[config.mk]
export PLATFORM = sky130hd
export DESIGN_NAME = crx_rx
export DESIGN_NICKNAME = d
export VERILOG_FILES = /design/src/pkg/crx_pkg.sv /design/src/design/crx_crc.sv /design/src/design/crx_fifo.sv /design/src/design/crx_rx.sv
export VERILOG_INCLUDE_DIRS = /design/src /design/src/pkg
export SDC_FILE = /design/constraint.sdc
export NUM_CORES = 2
export LEC_CHECK = 0
export ABC_CLOCK_PERIOD_IN_PS = 9500
export BUFFER_PORTS_ARGS = -buffer_cell sky130_fd_sc_hd__clkbuf_2
export CELL_PAD_IN_SITES_DETAIL_PLACEMENT = 2
export CELL_PAD_IN_SITES_GLOBAL_PLACEMENT = 2
export CORE_MARGIN = 2
export CORE_UTILIZATION = 45
export CTS_CLUSTER_DIAMETER = 50
export CTS_CLUSTER_SIZE = 10
export DETAILED_ROUTE_END_ITERATION = 8
export PLACE_DENSITY_LB_ADDON = 0.1
export SYNTH_ARGS = -nofsm -noshare
export SYNTH_HDL_FRONTEND = slang
export SYNTH_SLANG_ARGS = --single-unit
[constraint.sdc]
create_clock -name ref_clk -period 9.5 [get_ports ref_clk]
set_input_delay 1.425 -clock ref_clk [delete_from_list [all_inputs] [get_ports ref_clk]]
set_output_delay 1.425 -clock ref_clk [all_outputs]
set_load 0.05 [all_outputs]
[src/pkg/crx_map.svh]
// Constants of the carrier-sense frame receiver: sizes, CRC values, limits.
// Assumes inclusion by name from the package and the design files.
`ifndef CRX_MAP_SVH
`define CRX_MAP_SVH

`define CRX_ADDR_W       48
`define CRX_TYPE_W       16
`define CRX_OCT_W        11
`define CRX_MIN_OCTETS   11'h040
`define CRX_MAX_OCTETS   11'h5EE
`define CRX_HDR_OCTETS   11'h00E
`define CRX_FCS_OCTETS   11'h004
`define CRX_STAGE_OCTETS 11'h040
`define CRX_DEST_END     11'h006
`define CRX_SRC_END      11'h00C
`define CRX_TYPE_END     11'h00E
`define CRX_CRC_POLY     32'hEDB88320
`define CRX_CRC_INIT     32'hFFFFFFFF
`define CRX_CRC_RESIDUE  32'hDEBB20E3
`define CRX_BCAST_ADDR   48'hFFFFFFFFFFFF
`define CRX_MC_ENTRIES   4
`define CRX_MC_IDX_W     2
`define CRX_FIFO_DEPTH   16
`define CRX_FIFO_WIDTH   8

`endif

[src/pkg/crx_pkg.sv]
// Types shared by the frame receiver and its client-facing ports.
// Assumes crx_map.svh is on the include path.
`include "crx_map.svh"

package crx_pkg;

	typedef enum logic [1:0] {
		CRX_ST_WAIT_IDLE = 2'h0,
		CRX_ST_IDLE      = 2'h1,
		CRX_ST_RECV      = 2'h2,
		CRX_ST_DRAIN     = 2'h3
	} crx_state_e;

	typedef enum logic [1:0] {
		CRX_RS_OK        = 2'h0,
		CRX_RS_FCS_ERR   = 2'h1,
		CRX_RS_ALIGN_ERR = 2'h2
	} crx_status_e;

	typedef struct packed {
		logic                        wr;
		logic [`CRX_MC_IDX_W-1:0]    idx;
		logic [`CRX_ADDR_W-1:0]      addr;
		logic                        en;
	} crx_mc_cmd_s;

	typedef struct packed {
		logic [`CRX_ADDR_W-1:0]      dest;
		logic [`CRX_ADDR_W-1:0]      src;
		logic [`CRX_TYPE_W-1:0]      etype;
		crx_status_e                 status;
		logic                        oversize;
		logic [`CRX_OCT_W-1:0]       octets;
	} crx_result_s;

endpackage

[src/design/crx_crc.sv]
// Octet-wide CRC-32 register, least significant bit of each octet first.
// Assumes clear and enable come from logic on the same clock.
`timescale 1ns/10ps
`include "crx_map.svh"

module crx_crc
	import crx_pkg::*;
(
	input  wire logic        ref_clk,
	input  wire logic        arst_n,
	input  wire logic        clr,
	input  wire logic        en,
	input  wire logic [7:0]  octet,
	output logic      [31:0] crc
);

	logic [31:0] crc_d;
	logic [31:0] crc_q;

	// ----------------------------------------------------------------
	// Next value.
	// ----------------------------------------------------------------
	always_comb begin
		logic [31:0] c;
		c = crc_q;
		if (clr) begin
			c = `CRX_CRC_INIT;
		end else if (en) begin
			for (int i = 0; i < 8; i++) begin
				if (c[0] ^ octet[i]) begin
					c = (c >> 1) ^ `CRX_CRC_POLY;
				end else begin
					c = c >> 1;
				end
			end
		end
		crc_d = c;
	end

	// ----------------------------------------------------------------
	// Register.
	// ----------------------------------------------------------------
	always_ff @(posedge ref_clk or negedge arst_n) begin
		if (!arst_n) begin
			crc_q <= `CRX_CRC_INIT;
		end else begin
			crc_q <= crc_d;
		end
	end

	assign crc = crc_q;

endmodule

[src/design/crx_fifo.sv]
// Synchronous FIFO with valid and ready on both sides.
// Assumes both sides run on ref_clk.
`timescale 1ns/10ps
`include "crx_map.svh"

module crx_fifo #(
	parameter int WIDTH = `CRX_FIFO_WIDTH,
	parameter int DEPTH = `CRX_FIFO_DEPTH
) (
	input  wire logic             ref_clk,
	input  wire logic             arst_n,
	input  wire logic             s_valid,
	output logic                  s_ready,
	input  wire logic [WIDTH-1:0] s_data,
	output logic                  m_valid,
	input  wire logic             m_ready,
	output logic      [WIDTH-1:0] m_data
);

	localparam int AW = $clog2(DEPTH);

	logic [WIDTH-1:0] mem [DEPTH];
	logic [AW:0]      wp_q;
	logic [AW:0]      wp_d;
	logic [AW:0]      rp_q;
	logic [AW:0]      rp_d;
	logic             push;
	logic             pop;

	// ----------------------------------------------------------------
	// Pointers and flags.
	// ----------------------------------------------------------------
	always_comb begin
		m_valid = (wp_q != rp_q);
		s_ready = !((wp_q[AW] != rp_q[AW]) &&
			(wp_q[AW-1:0] == rp_q[AW-1:0]));
		push    = s_valid && s_ready;
		pop     = m_valid && m_ready;
		wp_d    = push ? wp_q + 1'b1 : wp_q;
		rp_d    = pop ? rp_q + 1'b1 : rp_q;
		m_data  = mem[rp_q[AW-1:0]];
	end

	always_ff @(posedge ref_clk or negedge arst_n) begin
		if (!arst_n) begin
			wp_q <= '0;
			rp_q <= '0;
		end else begin
			wp_q <= wp_d;
			rp_q <= rp_d;
		end
	end

	always_ff @(posedge ref_clk) begin
		if (push) begin
			mem[wp_q[AW-1:0]] <= s_data;
		end
	end

endmodule

[src/design/crx_rx.sv]
// Receive side of a carrier-sense data link controller, one bit per clock.
// Assumes rx_bit and carrier_sense come from pins and are asynchronous.
`timescale 1ns/10ps
`include "crx_map.svh"

module crx_rx
	import crx_pkg::*;
(
	input  wire logic                   ref_clk,
	input  wire logic                   arst_n,
	input  wire logic                   rx_bit,
	input  wire logic                   carrier_sense,
	input  wire logic                   addr_load,
	input  wire logic [`CRX_ADDR_W-1:0] addr_value,
	input  wire crx_mc_cmd_s            mc_cmd,
	output logic                        data_valid,
	input  wire logic                   data_ready,
	output logic      [7:0]             data_octet,
	output logic                        result_valid,
	output crx_result_s                 result
);

	// ----------------------------------------------------------------
	// Pin synchronisers.
	// ----------------------------------------------------------------
	logic cs_s1, cs_s2;
	logic bit_s1, bit_s2;
	always_ff @(posedge ref_clk or negedge arst_n) begin
		if (!arst_n) begin
			cs_s1  <= 1'b1;
			cs_s2  <= 1'b1;
			bit_s1 <= 1'b0;
			bit_s2 <= 1'b0;
		end else begin
			cs_s1  <= carrier_sense;
			cs_s2  <= cs_s1;
			bit_s1 <= rx_bit;
			bit_s2 <= bit_s1;
		end
	end

	// ----------------------------------------------------------------
	// Address tables.
	// ----------------------------------------------------------------
	logic [`CRX_ADDR_W-1:0]     sta_q, sta_d;
	logic [`CRX_ADDR_W-1:0]     mc_addr_q [`CRX_MC_ENTRIES];
	logic [`CRX_ADDR_W-1:0]     mc_addr_d [`CRX_MC_ENTRIES];
	logic [`CRX_MC_ENTRIES-1:0] mc_on_q, mc_on_d;
	always_comb begin
		sta_d     = addr_load ? addr_value : sta_q;
		mc_addr_d = mc_addr_q;
		mc_on_d   = mc_on_q;
		if (mc_cmd.wr) begin
			mc_addr_d[mc_cmd.idx] = mc_cmd.addr;
			mc_on_d[mc_cmd.idx]   = mc_cmd.en;
		end
	end
	always_ff @(posedge ref_clk or negedge arst_n) begin
		if (!arst_n) begin
			sta_q     <= '0;
			mc_addr_q <= '{default: '0};
			mc_on_q   <= '0;
		end else begin
			sta_q     <= sta_d;
			mc_addr_q <= mc_addr_d;
			mc_on_q   <= mc_on_d;
		end
	end

	// ----------------------------------------------------------------
	// Receive state.
	// ----------------------------------------------------------------
	crx_state_e             st_q, st_d;
	logic [`CRX_OCT_W+2:0]  bits_q, bits_d;
	logic [`CRX_OCT_W-1:0]  oct_q, oct_d;
	logic [`CRX_OCT_W-1:0]  rd_q, rd_d;
	logic [7:0]             sh_q, sh_d;
	logic [`CRX_ADDR_W-1:0] dest_q, dest_d;
	logic [`CRX_ADDR_W-1:0] src_q, src_d;
	logic [`CRX_TYPE_W-1:0] type_q, type_d;
	logic                   mt_q, mt_d;
	logic                   over_q, over_d;
	logic                   long_q, long_d;
	logic                   res_v_q, res_v_d;
	crx_result_s            res_q, res_d;
	logic [7:0]             stage [64];
	logic [7:0]             octet_c;
	logic                   take, wr_en, crc_clr;
	logic                   push, push_rdy, hit;
	logic [2:0]             excess;
	logic [31:0]            crc;
	crx_crc u_crc (
		.ref_clk (ref_clk),
		.arst_n  (arst_n),
		.clr     (crc_clr),
		.en      (wr_en),
		.octet   (octet_c),
		.crc     (crc)
	);
	crx_fifo #(
		.WIDTH (`CRX_FIFO_WIDTH),
		.DEPTH (`CRX_FIFO_DEPTH)
	) u_fifo (
		.ref_clk (ref_clk),
		.arst_n  (arst_n),
		.s_valid (push),
		.s_ready (push_rdy),
		.s_data  (stage[rd_q[5:0]]),
		.m_valid (data_valid),
		.m_ready (data_ready),
		.m_data  (data_octet)
	);

	always_comb begin
		st_d    = st_q;
		bits_d  = bits_q;
		oct_d   = oct_q;
		rd_d    = rd_q;
		sh_d    = sh_q;
		dest_d  = dest_q;
		src_d   = src_q;
		type_d  = type_q;
		mt_d    = mt_q;
		over_d  = over_q;
		long_d  = long_q;
		res_v_d = 1'b0;
		res_d   = res_q;
		wr_en   = 1'b0;
		crc_clr = 1'b0;
		push    = 1'b0;
		octet_c = {bit_s2, sh_q[7:1]};
		excess  = bits_q[2:0];
		hit     = 1'b0;
		take    = cs_s2 && (st_q == CRX_ST_IDLE || st_q == CRX_ST_RECV);
		unique case (st_q)
			CRX_ST_WAIT_IDLE: begin
				if (!cs_s2) begin
					st_d = CRX_ST_IDLE;
				end
			end
			CRX_ST_IDLE: begin
				bits_d  = '0;
				oct_d   = '0;
				rd_d    = `CRX_HDR_OCTETS;
				mt_d    = 1'b0;
				over_d  = 1'b0;
				long_d  = 1'b0;
				crc_clr = 1'b1;
				if (cs_s2) begin
					st_d = CRX_ST_RECV;
				end
			end
			CRX_ST_RECV: begin
				if (!cs_s2) begin
					if (oct_q < `CRX_MIN_OCTETS || !mt_q || over_q) begin
						st_d = CRX_ST_IDLE;
					end else begin
						st_d = CRX_ST_DRAIN;
					end
				end
				push = mt_q && !over_q && oct_q >= `CRX_MIN_OCTETS &&
					(rd_q + `CRX_FCS_OCTETS) < oct_q;
			end
			CRX_ST_DRAIN: begin
				push = (rd_q + `CRX_FCS_OCTETS) < oct_q;
				if (!push) begin
					st_d           = CRX_ST_IDLE;
					res_v_d        = 1'b1;
					res_d.dest     = dest_q;
					res_d.src      = src_q;
					res_d.etype    = type_q;
					res_d.oversize = long_q;
					res_d.octets   = oct_q;
					if (crc == `CRX_CRC_RESIDUE) begin
						res_d.status = CRX_RS_OK;
					end else if (excess != 3'h0) begin
						res_d.status = CRX_RS_ALIGN_ERR;
					end else begin
						res_d.status = CRX_RS_FCS_ERR;
					end
				end
			end
		endcase
		if (push && push_rdy) begin
			rd_d = rd_q + 1'b1;
		end
		if (take) begin
			if (oct_q < `CRX_MAX_OCTETS) begin
				sh_d   = octet_c;
				bits_d = (st_q == CRX_ST_IDLE) ? 14'h0001 : bits_q + 1'b1;
				if (st_q == CRX_ST_RECV && bits_q[2:0] == 3'h7) begin
					wr_en = 1'b1;
					oct_d = oct_q + 1'b1;
					if (oct_q < `CRX_DEST_END) begin
						dest_d = {dest_q[`CRX_ADDR_W-9:0], octet_c};
					end else if (oct_q < `CRX_SRC_END) begin
						src_d = {src_q[`CRX_ADDR_W-9:0], octet_c};
					end else if (oct_q < `CRX_TYPE_END) begin
						type_d = {type_q[`CRX_TYPE_W-9:0], octet_c};
					end
					if (oct_q == `CRX_DEST_END - 11'h001) begin
						hit = (dest_d == sta_q) ||
							(dest_d == `CRX_BCAST_ADDR);
						for (int i = 0; i < `CRX_MC_ENTRIES; i++) begin
							hit = hit || (mc_on_q[i] &&
								dest_d == mc_addr_q[i]);
						end
						mt_d = hit;
					end
					if (oct_q >= rd_q + `CRX_STAGE_OCTETS) begin
						over_d = 1'b1;
					end
				end
			end else begin
				long_d = 1'b1;
			end
		end
	end

	always_ff @(posedge ref_clk or negedge arst_n) begin
		if (!arst_n) begin
			st_q    <= CRX_ST_WAIT_IDLE;
			bits_q  <= '0;
			oct_q   <= '0;
			rd_q    <= `CRX_HDR_OCTETS;
			sh_q    <= '0;
			dest_q  <= '0;
			src_q   <= '0;
			type_q  <= '0;
			mt_q    <= 1'b0;
			over_q  <= 1'b0;
			long_q  <= 1'b0;
			res_v_q <= 1'b0;
			res_q   <= '0;
		end else begin
			st_q    <= st_d;
			bits_q  <= bits_d;
			oct_q   <= oct_d;
			rd_q    <= rd_d;
			sh_q    <= sh_d;
			dest_q  <= dest_d;
			src_q   <= src_d;
			type_q  <= type_d;
			mt_q    <= mt_d;
			over_q  <= over_d;
			long_q  <= long_d;
			res_v_q <= res_v_d;
			res_q   <= res_d;
		end
	end

	always_ff @(posedge ref_clk) begin
		if (wr_en) begin
			stage[oct_q[5:0]] <= octet_c;
		end
	end

	assign result_valid = res_v_q;
	assign result       = res_q;
endmodule

Word-level counts from Yosys, hierarchy flattened
Memory sizes are Yosys's and may differ from the RTL's.
Cells that the tools add are included.
{"block": "totals", "regBits": 578, "latchBits": 0, "ram_bits": 640, "rom_bits": 0, "inputBits": 106, "out_inout_bits": 136, "elab_cells": 202, "mem_count": 2}
{"block": "classes", "add_sub_neg": 7, "n_mul": 0, "div": 0, "n_lt_le_gt_ge": 12, "eq_ne": 19, "shift": 0, "mux": 76, "n_bitwise": 20, "n_reduce_logical": 35}
{"name": "stage", "words": 64, "word_bits": 8, "rd": 1, "rd_clocked_by_memory_dff": 0, "write_ports": 1, "line_no": "crx_rx.sv:86", "rtl": "logic [7:0] stage [64];"}
{"name": "u_fifo.mem", "words": 16, "word_bits": 8, "rd": 1, "rd_clocked_by_memory_dff": 0, "write_ports": 1, "line_no": "crx_fifo.sv:22", "rtl": "logic [WIDTH-1:0] mem [DEPTH];"}
{"op": "two-way mux 32 bit", "count": 24}
{"op": "equality test 48 bit", "count": 5}
{"op": "two-way mux 48 bit", "count": 5}
{"op": "bitwise mux 192 bit", "count": 1}
{"op": "NOT 13 -> 14 bit", "count": 8}
{"op": "demux 48 bit (select 2 bit)", "count": 1}
{"op": "two-way mux 11 bit", "count": 6}
{"op": "two-way mux 14 bit", "count": 4}
{"op": "equality test 48 bit (second input constant)", "count": 1}
{"op": "equality test 32 bit (second input constant)", "count": 1}
{"op": "two-way mux 1 bit", "count": 24}
{"op": "adder 11 x 1 -> 11 bit (second input constant)", "count": 2}
{"op": "< comparator 11 x 4 -> 1 bit (second input constant)", "count": 2}
{"op": "adder 14 x 1 -> 14 bit (second input constant)", "count": 1}
{"op": "logical AND 1 bit", "count": 14}
{"op": "two-way mux 2 bit", "count": 7}
{"op": "adder 11 x 3 -> 11 bit (second input constant)", "count": 1}
{"op": "adder 11 x 7 -> 11 bit (second input constant)", "count": 1}
{"op": "equality test 11 x 3 -> 1 bit (second input constant)", "count": 1}
{"op": "greater-or-equal comparator 11 bit", "count": 1}
{"op": "greater-or-equal comparator 11 x 7 -> 1 bit (second input constant)", "count": 1}
{"op": "< comparator 11 bit", "count": 1}
{"op": "< comparator 11 bit (second input constant)", "count": 1}
{"op": "< comparator 11 x 3 -> 1 bit (second input constant)", "count": 1}
{"op": "other kinds (30)", "count": 55}

Depth between registers and ports, before layout
{"block": "logic_depth", "word_depth": 35, "mapped_depth": 16, "ltp_nobuf": 12}

Modules after synthesis
Synthesis repeated with hierarchy kept, for this count alone.
{"block": "unflattened", "hier_cells": 3663, "hier_area_um2": 53347.4}
{"mod": "crx_rx", "n_inst": 1, "cells_per_inst": 3188, "area_each_um2": 45633.8, "seq_area_each_um2": 28493.6}
{"mod": "crx_fifo", "n_inst": 1, "cells_per_inst": 282, "area_each_um2": 5560.3, "seq_area_each_um2": 4093.9}
{"mod": "crx_crc", "n_inst": 1, "cells_per_inst": 193, "area_each_um2": 2153.3, "seq_area_each_um2": 840.8}

Worst setup path before layout
OpenSTA, ideal clock, no wires.
{"block": "synth_path", "path_kind": "reg-to-reg", "start": "reg rd_q[2]", "end": "mem u_fifo.mem[3][0] (netlist bit), enable pin", "setup_time_ns": 0.383, "arrival_ns": 3.953, "required_ns": 9.117, "slack_ns": 5.164, "path_stages_with_launch": 14, "path_buffers": 2, "period_less_slack_ns": 4.336, "cell_sequence": "dfstp_2 -> clkbuf_1 -> inv_1 -> nor3_1 -> nand3_1 -> nor2_1 -> xor2_1 -> ha_1 -> a21o_1 -> a221o_1 -> nor3_1 -> clkbuf_1 -> nand2_1 -> nor3_1"}
{"block": "synth_via", "elab_chain_cells": 7}
{"element": "start: declaration", "line_no": "crx_rx.sv:76", "rtl": "logic [`CRX_OCT_W-1:0] rd_q, rd_d;"}
{"element": "start signal: assignment", "line_no": "crx_rx.sv:225", "rtl": "rd_q <= `CRX_HDR_OCTETS;"}
{"element": "start signal: assignment", "line_no": "crx_rx.sv:239", "rtl": "rd_q <= rd_d;"}
{"element": "adder 11 x 3 -> 11 bit (no line) *"}
{"element": "< comparator 11 bit *", "line_no": "crx_rx.sv:162, crx_rx.sv:165"}
{"element": "logical AND 1 bit", "line_no": "crx_rx.sv:161", "rtl": "push = mt_q && !over_q && oct_q >= `CRX_MIN_OCTETS &&"}
{"element": "case mux 1 bit (2 select lines) *", "line_no": "crx_rx.sv:135", "rtl": "unique case (st_q)"}
{"element": "logical AND 1 bit *", "line_no": "crx_fifo.sv:37", "rtl": "push = s_valid && s_ready;"}
{"element": "two-way mux 1 bit *", "line_no": "crx_fifo.sv:55", "rtl": "if (push) begin"}
{"element": "two-way mux 1 bit (implied by the code) *", "line_no": "crx_fifo.sv:56", "rtl": "mem[wp_q[AW-1:0]] <= s_data;"}
{"element": "end: declaration", "line_no": "crx_fifo.sv:22"}
Every way passes the cells marked *; elsewhere a longest branch is shown, timed or not.

Worst setup path after layout
{"block": "layout_path", "start": "reg rd_q[2]", "end": "mem u_fifo.mem[3][6] (netlist bit), enable pin"}
Same word-level chain as after synthesis.

==> flow_summary.toml <==
[global_route]
grt_pass1_vias = 38371
grt_max_degree = 151
grt-ovfl-total = 0
grt_pass1_wl_um = 308000
grt_util_all_layers = 0.365
antenna_found_initial = 22

[finish]
fin_nets = 3971
drive_gt1_frac = 0.291
nFillCells = 10606
fin_util = 0.521
area_delta_synth_final_pct = 14.5
fin_area_mm2 = 0.0607

[logic_synthesis]
synth_common_cells = "640 x edfxtp_1, 529 x dfrtp_1, 352 x mux2_2"
async_reset_ff_frac = 0.469
yosysMostFrequentCell = "edfxtp_1"
synth_cell_types = 73
synth_warnings = 0
syn_nets = 3717
yosysSeqAreaShare = 0.631
synth-seq-cells = 1206
syn_avg_cell_area_um2 = 14.8
synth_area_leaders = "edfxtp_1 36%, dfrtp_1 25%, mux4_2 8.8%"
synth_area_mm2 = 0.0530
syn_inst = 3570
synth_top_area_frac = 0.363
synth_edf_count = 640
synth_ff_type = "edfxtp_1"
synth_area_leader_cell = "edfxtp_1"

[hold_path]
holdPathStages = 0
worstHoldStart = "bit_s1$_DFF_PN0_"
hp-class = "register to register"
hold-path-endpoint = "bit_s2$_DFF_PN0_"

[die]
fp.dieH_um = 347
core_mm2 = 0.117
ios = 242
start_util = 0.455
dieArea_mm2 = 0.121
die_w_um = 347
row_count = 125

[placement]
portBuffers = 241
gp_congestion = 0.989
dp_hpwl_um = 150000
placedInstanceArea_mm2 = 0.0559

[flow_run]
max_cap_viol_count = 0

[power]
powerDensity_mw_per_mm2 = 229
irDropWorstVdd_mv = 0.196
total_power_mw = 13.9
leakagePower_nw = 23.4

[sta]
fin_hold_ws_ns = 0.357
slew_viol_final = 0
rsz0062_at_grt = "no"
worstMarginPinSlew_ns = 1.35
finalSetupViolCount = 0
slew_headroom = 0.0760
fin_skew_ns = 0.0334
finalCritPeriodShare = 0.601
hold_viol_final = 0
period_needed_ns = 5.71
fmax_ghz = 0.175
setup_tns_ns = 0

[clock_network]
hold_buffers = 0
cts-htree-levels = 4
cts_buffers = 155
cts_max_path_buffers = 3
root_buffer = "clkbuf_16"
cts_resized = 0
clock_latency_ns = 0.80
clock_sinks = 1206
postCtsSetupRepairBufs = 0
clk_pin_slew_ns = 0.06
cts_tree = "done"

[setup_path]
crit_fanout = 37
critPathKind = "register to register"
rr_worst_depth = 12
r2r-end = "u_fifo.mem[3][6]$_DFFE_PP_"
rrSetupSlack_ns = 3.79
crit_start = "rd_q[2]$_DFFE_PN1P_"
crit_arrival_ns = 6.10
required_ns = 9.89
critical_path.endpoint_type = "register"
startpoint_type = "register"
reg2reg_from = "rd_q[2]$_DFFE_PN1P_"

[detailed_routing]
dr_total_vias = 35723
drt-wirelength-per-cell_um = 40.0
drc = 0
viasPerCell = 6.55
drt_iter0_drc = 3927
wirelength_um = 218000
drtPass1Iterations = 5
postRouteAntennaNets = 0

[run_status]
status = "completed"
-- worst max-delay path: stages (launching register included) --
cell and delay (ns):
dfstp_2 1.23, inv_1 0.35, nor3_1 0.51, nand3_1 0.27, nor2_1 0.19, xor2_1 0.18, ha_1 0.28, a21o_1 0.18
a221o_1 0.45, nor3_2 0.23, buf_4 0.42, nand2_1 0.18, nor3_1 0.84
-- power by group --
part | internal, mW | total [mW] | switching, mW
logic | 0.602 | 1.86 | 1.26
clock network | 3.32 | 5.69 | 2.37
registers | 5.95 | 6.37 | 0.419
total | 9.87 | 13.9 | 4.04
-- layer usage --
metal  up-vias  GRT usage  share of wire
met5         -          0        0.00043
met4        14      0.138          0.041
met3       457     0.0739          0.080
met2      1952      0.581           0.47
met1     19272      0.496           0.41
li1      14028          -              -
-- kinds of logic after synthesis --
family,Yosys count,synth area share
simple gates,627,0.0564
mux,614,0.174
xor+xnor,260,0.0430
buf+inv,334,0.0254
fa+ha+maj,41,0.00968
compound gates,488,0.0612
flops,1206,0.631
-- worst max path at each step --
stage | endpoint | slack (ns) | cells after the start
2_1_floorplan | u_fifo.mem[3][0]$_DFFE_PP_ | 5.16 | 13
3_3_place_gp | u_fifo.mem[3][5]$_DFFE_PP_ | 4.32 | 12
3_5_place_dp | u_fifo.mem[3][5]$_DFFE_PP_ | 3.98 | 12
4_1_cts | u_fifo.mem[3][6]$_DFFE_PP_ | 3.77 | 12
5_1_grt | u_fifo.mem[3][6]$_DFFE_PP_ | 3.48 | 12
6_report | u_fifo.mem[3][6]$_DFFE_PP_ | 3.79 | 12
-- cell usage in the layout, fill, tap and decap left out, types with 10 or more instances in the layout --
| master | netlist | final |
|---|---|---|
| ha_1 | 41 | 41 |
| nand3_1 | 47 | 45 |
| nor4_1 | 46 | 46 |
| a221oi_1 | 28 | 28 |
| nor3_1 | 28 | 27 |
| a21oi_1 | 28 | 28 |
| a211oi_1 | 11 | 11 |
| nand2_1 | 238 | 237 |
| o22ai_1 | 57 | 57 |
| and3_1 | 21 | 21 |
| buf_4 | 7 | 66 |
| inv_1 | 111 | 111 |
| mux2_2 | 352 | 352 |
| xor2_1 | 117 | 117 |
| clkbuf_2 | 0 | 240 |
| nand4_1 | 50 | 50 |
| edfxtp_1 | 640 | 640 |
| nand2b_1 | 40 | 40 |
| clkbuf_16 | 0 | 161 |
| mux2i_1 | 50 | 48 |
| o221ai_1 | 10 | 10 |
| o211ai_1 | 32 | 32 |
| o21ai_0 | 186 | 185 |
| clkbuf_1 | 151 | 56 |
| o2bb2ai_1 | 22 | 22 |
| o2111ai_1 | 21 | 21 |
| dfstp_2 | 37 | 36 |
| xnor2_1 | 143 | 143 |
| dfrtp_1 | 529 | 519 |
| a22o_1 | 18 | 18 |
| nor2_1 | 117 | 117 |
| mux4_2 | 208 | 208 |
-- through the flow --
step	worst slack (ns)	cells
floorplan	5.16	3570
global route	3.48	5452
CTS	3.77	5452
global placement	4.32	5190
detailed placement	3.98	5191
finish	3.79	5454
-- state kept, by name, summed over array words and instances, names as in the netlist, 2 cells and up --
register,count
st_q,2
mc_addr_q,192
u_fifo.wp_q,5
result,126
rd_q,11
stage,512
mc_on_q,4
u_crc.crc,32
dest_q,48
u_fifo.rp_q,5
type_q,16
sta_q,48
src_q,48
oct_q,11
u_fifo.mem,128
bits_q,3
sh_q,7
-- cell type report --
type / count / area [um^2] / area share
Sequential cell: 1206 / 33400 / 0.551
Multi-Input combinational cell: 2030 / 18300 / 0.301
Clock buffer: 225 / 4350 / 0.0716
Tap cell: 1524 / 1910 / 0.0314
Timing Repair Buffer: 311 / 1780 / 0.0294
Clock inverter: 36 / 484 / 0.00798
Inverter: 120 / 450 / 0.00742
Antenna cell: 2 / 5.00 / 0.0000824
No activity file was read; power rests on OpenSTA's default activity.
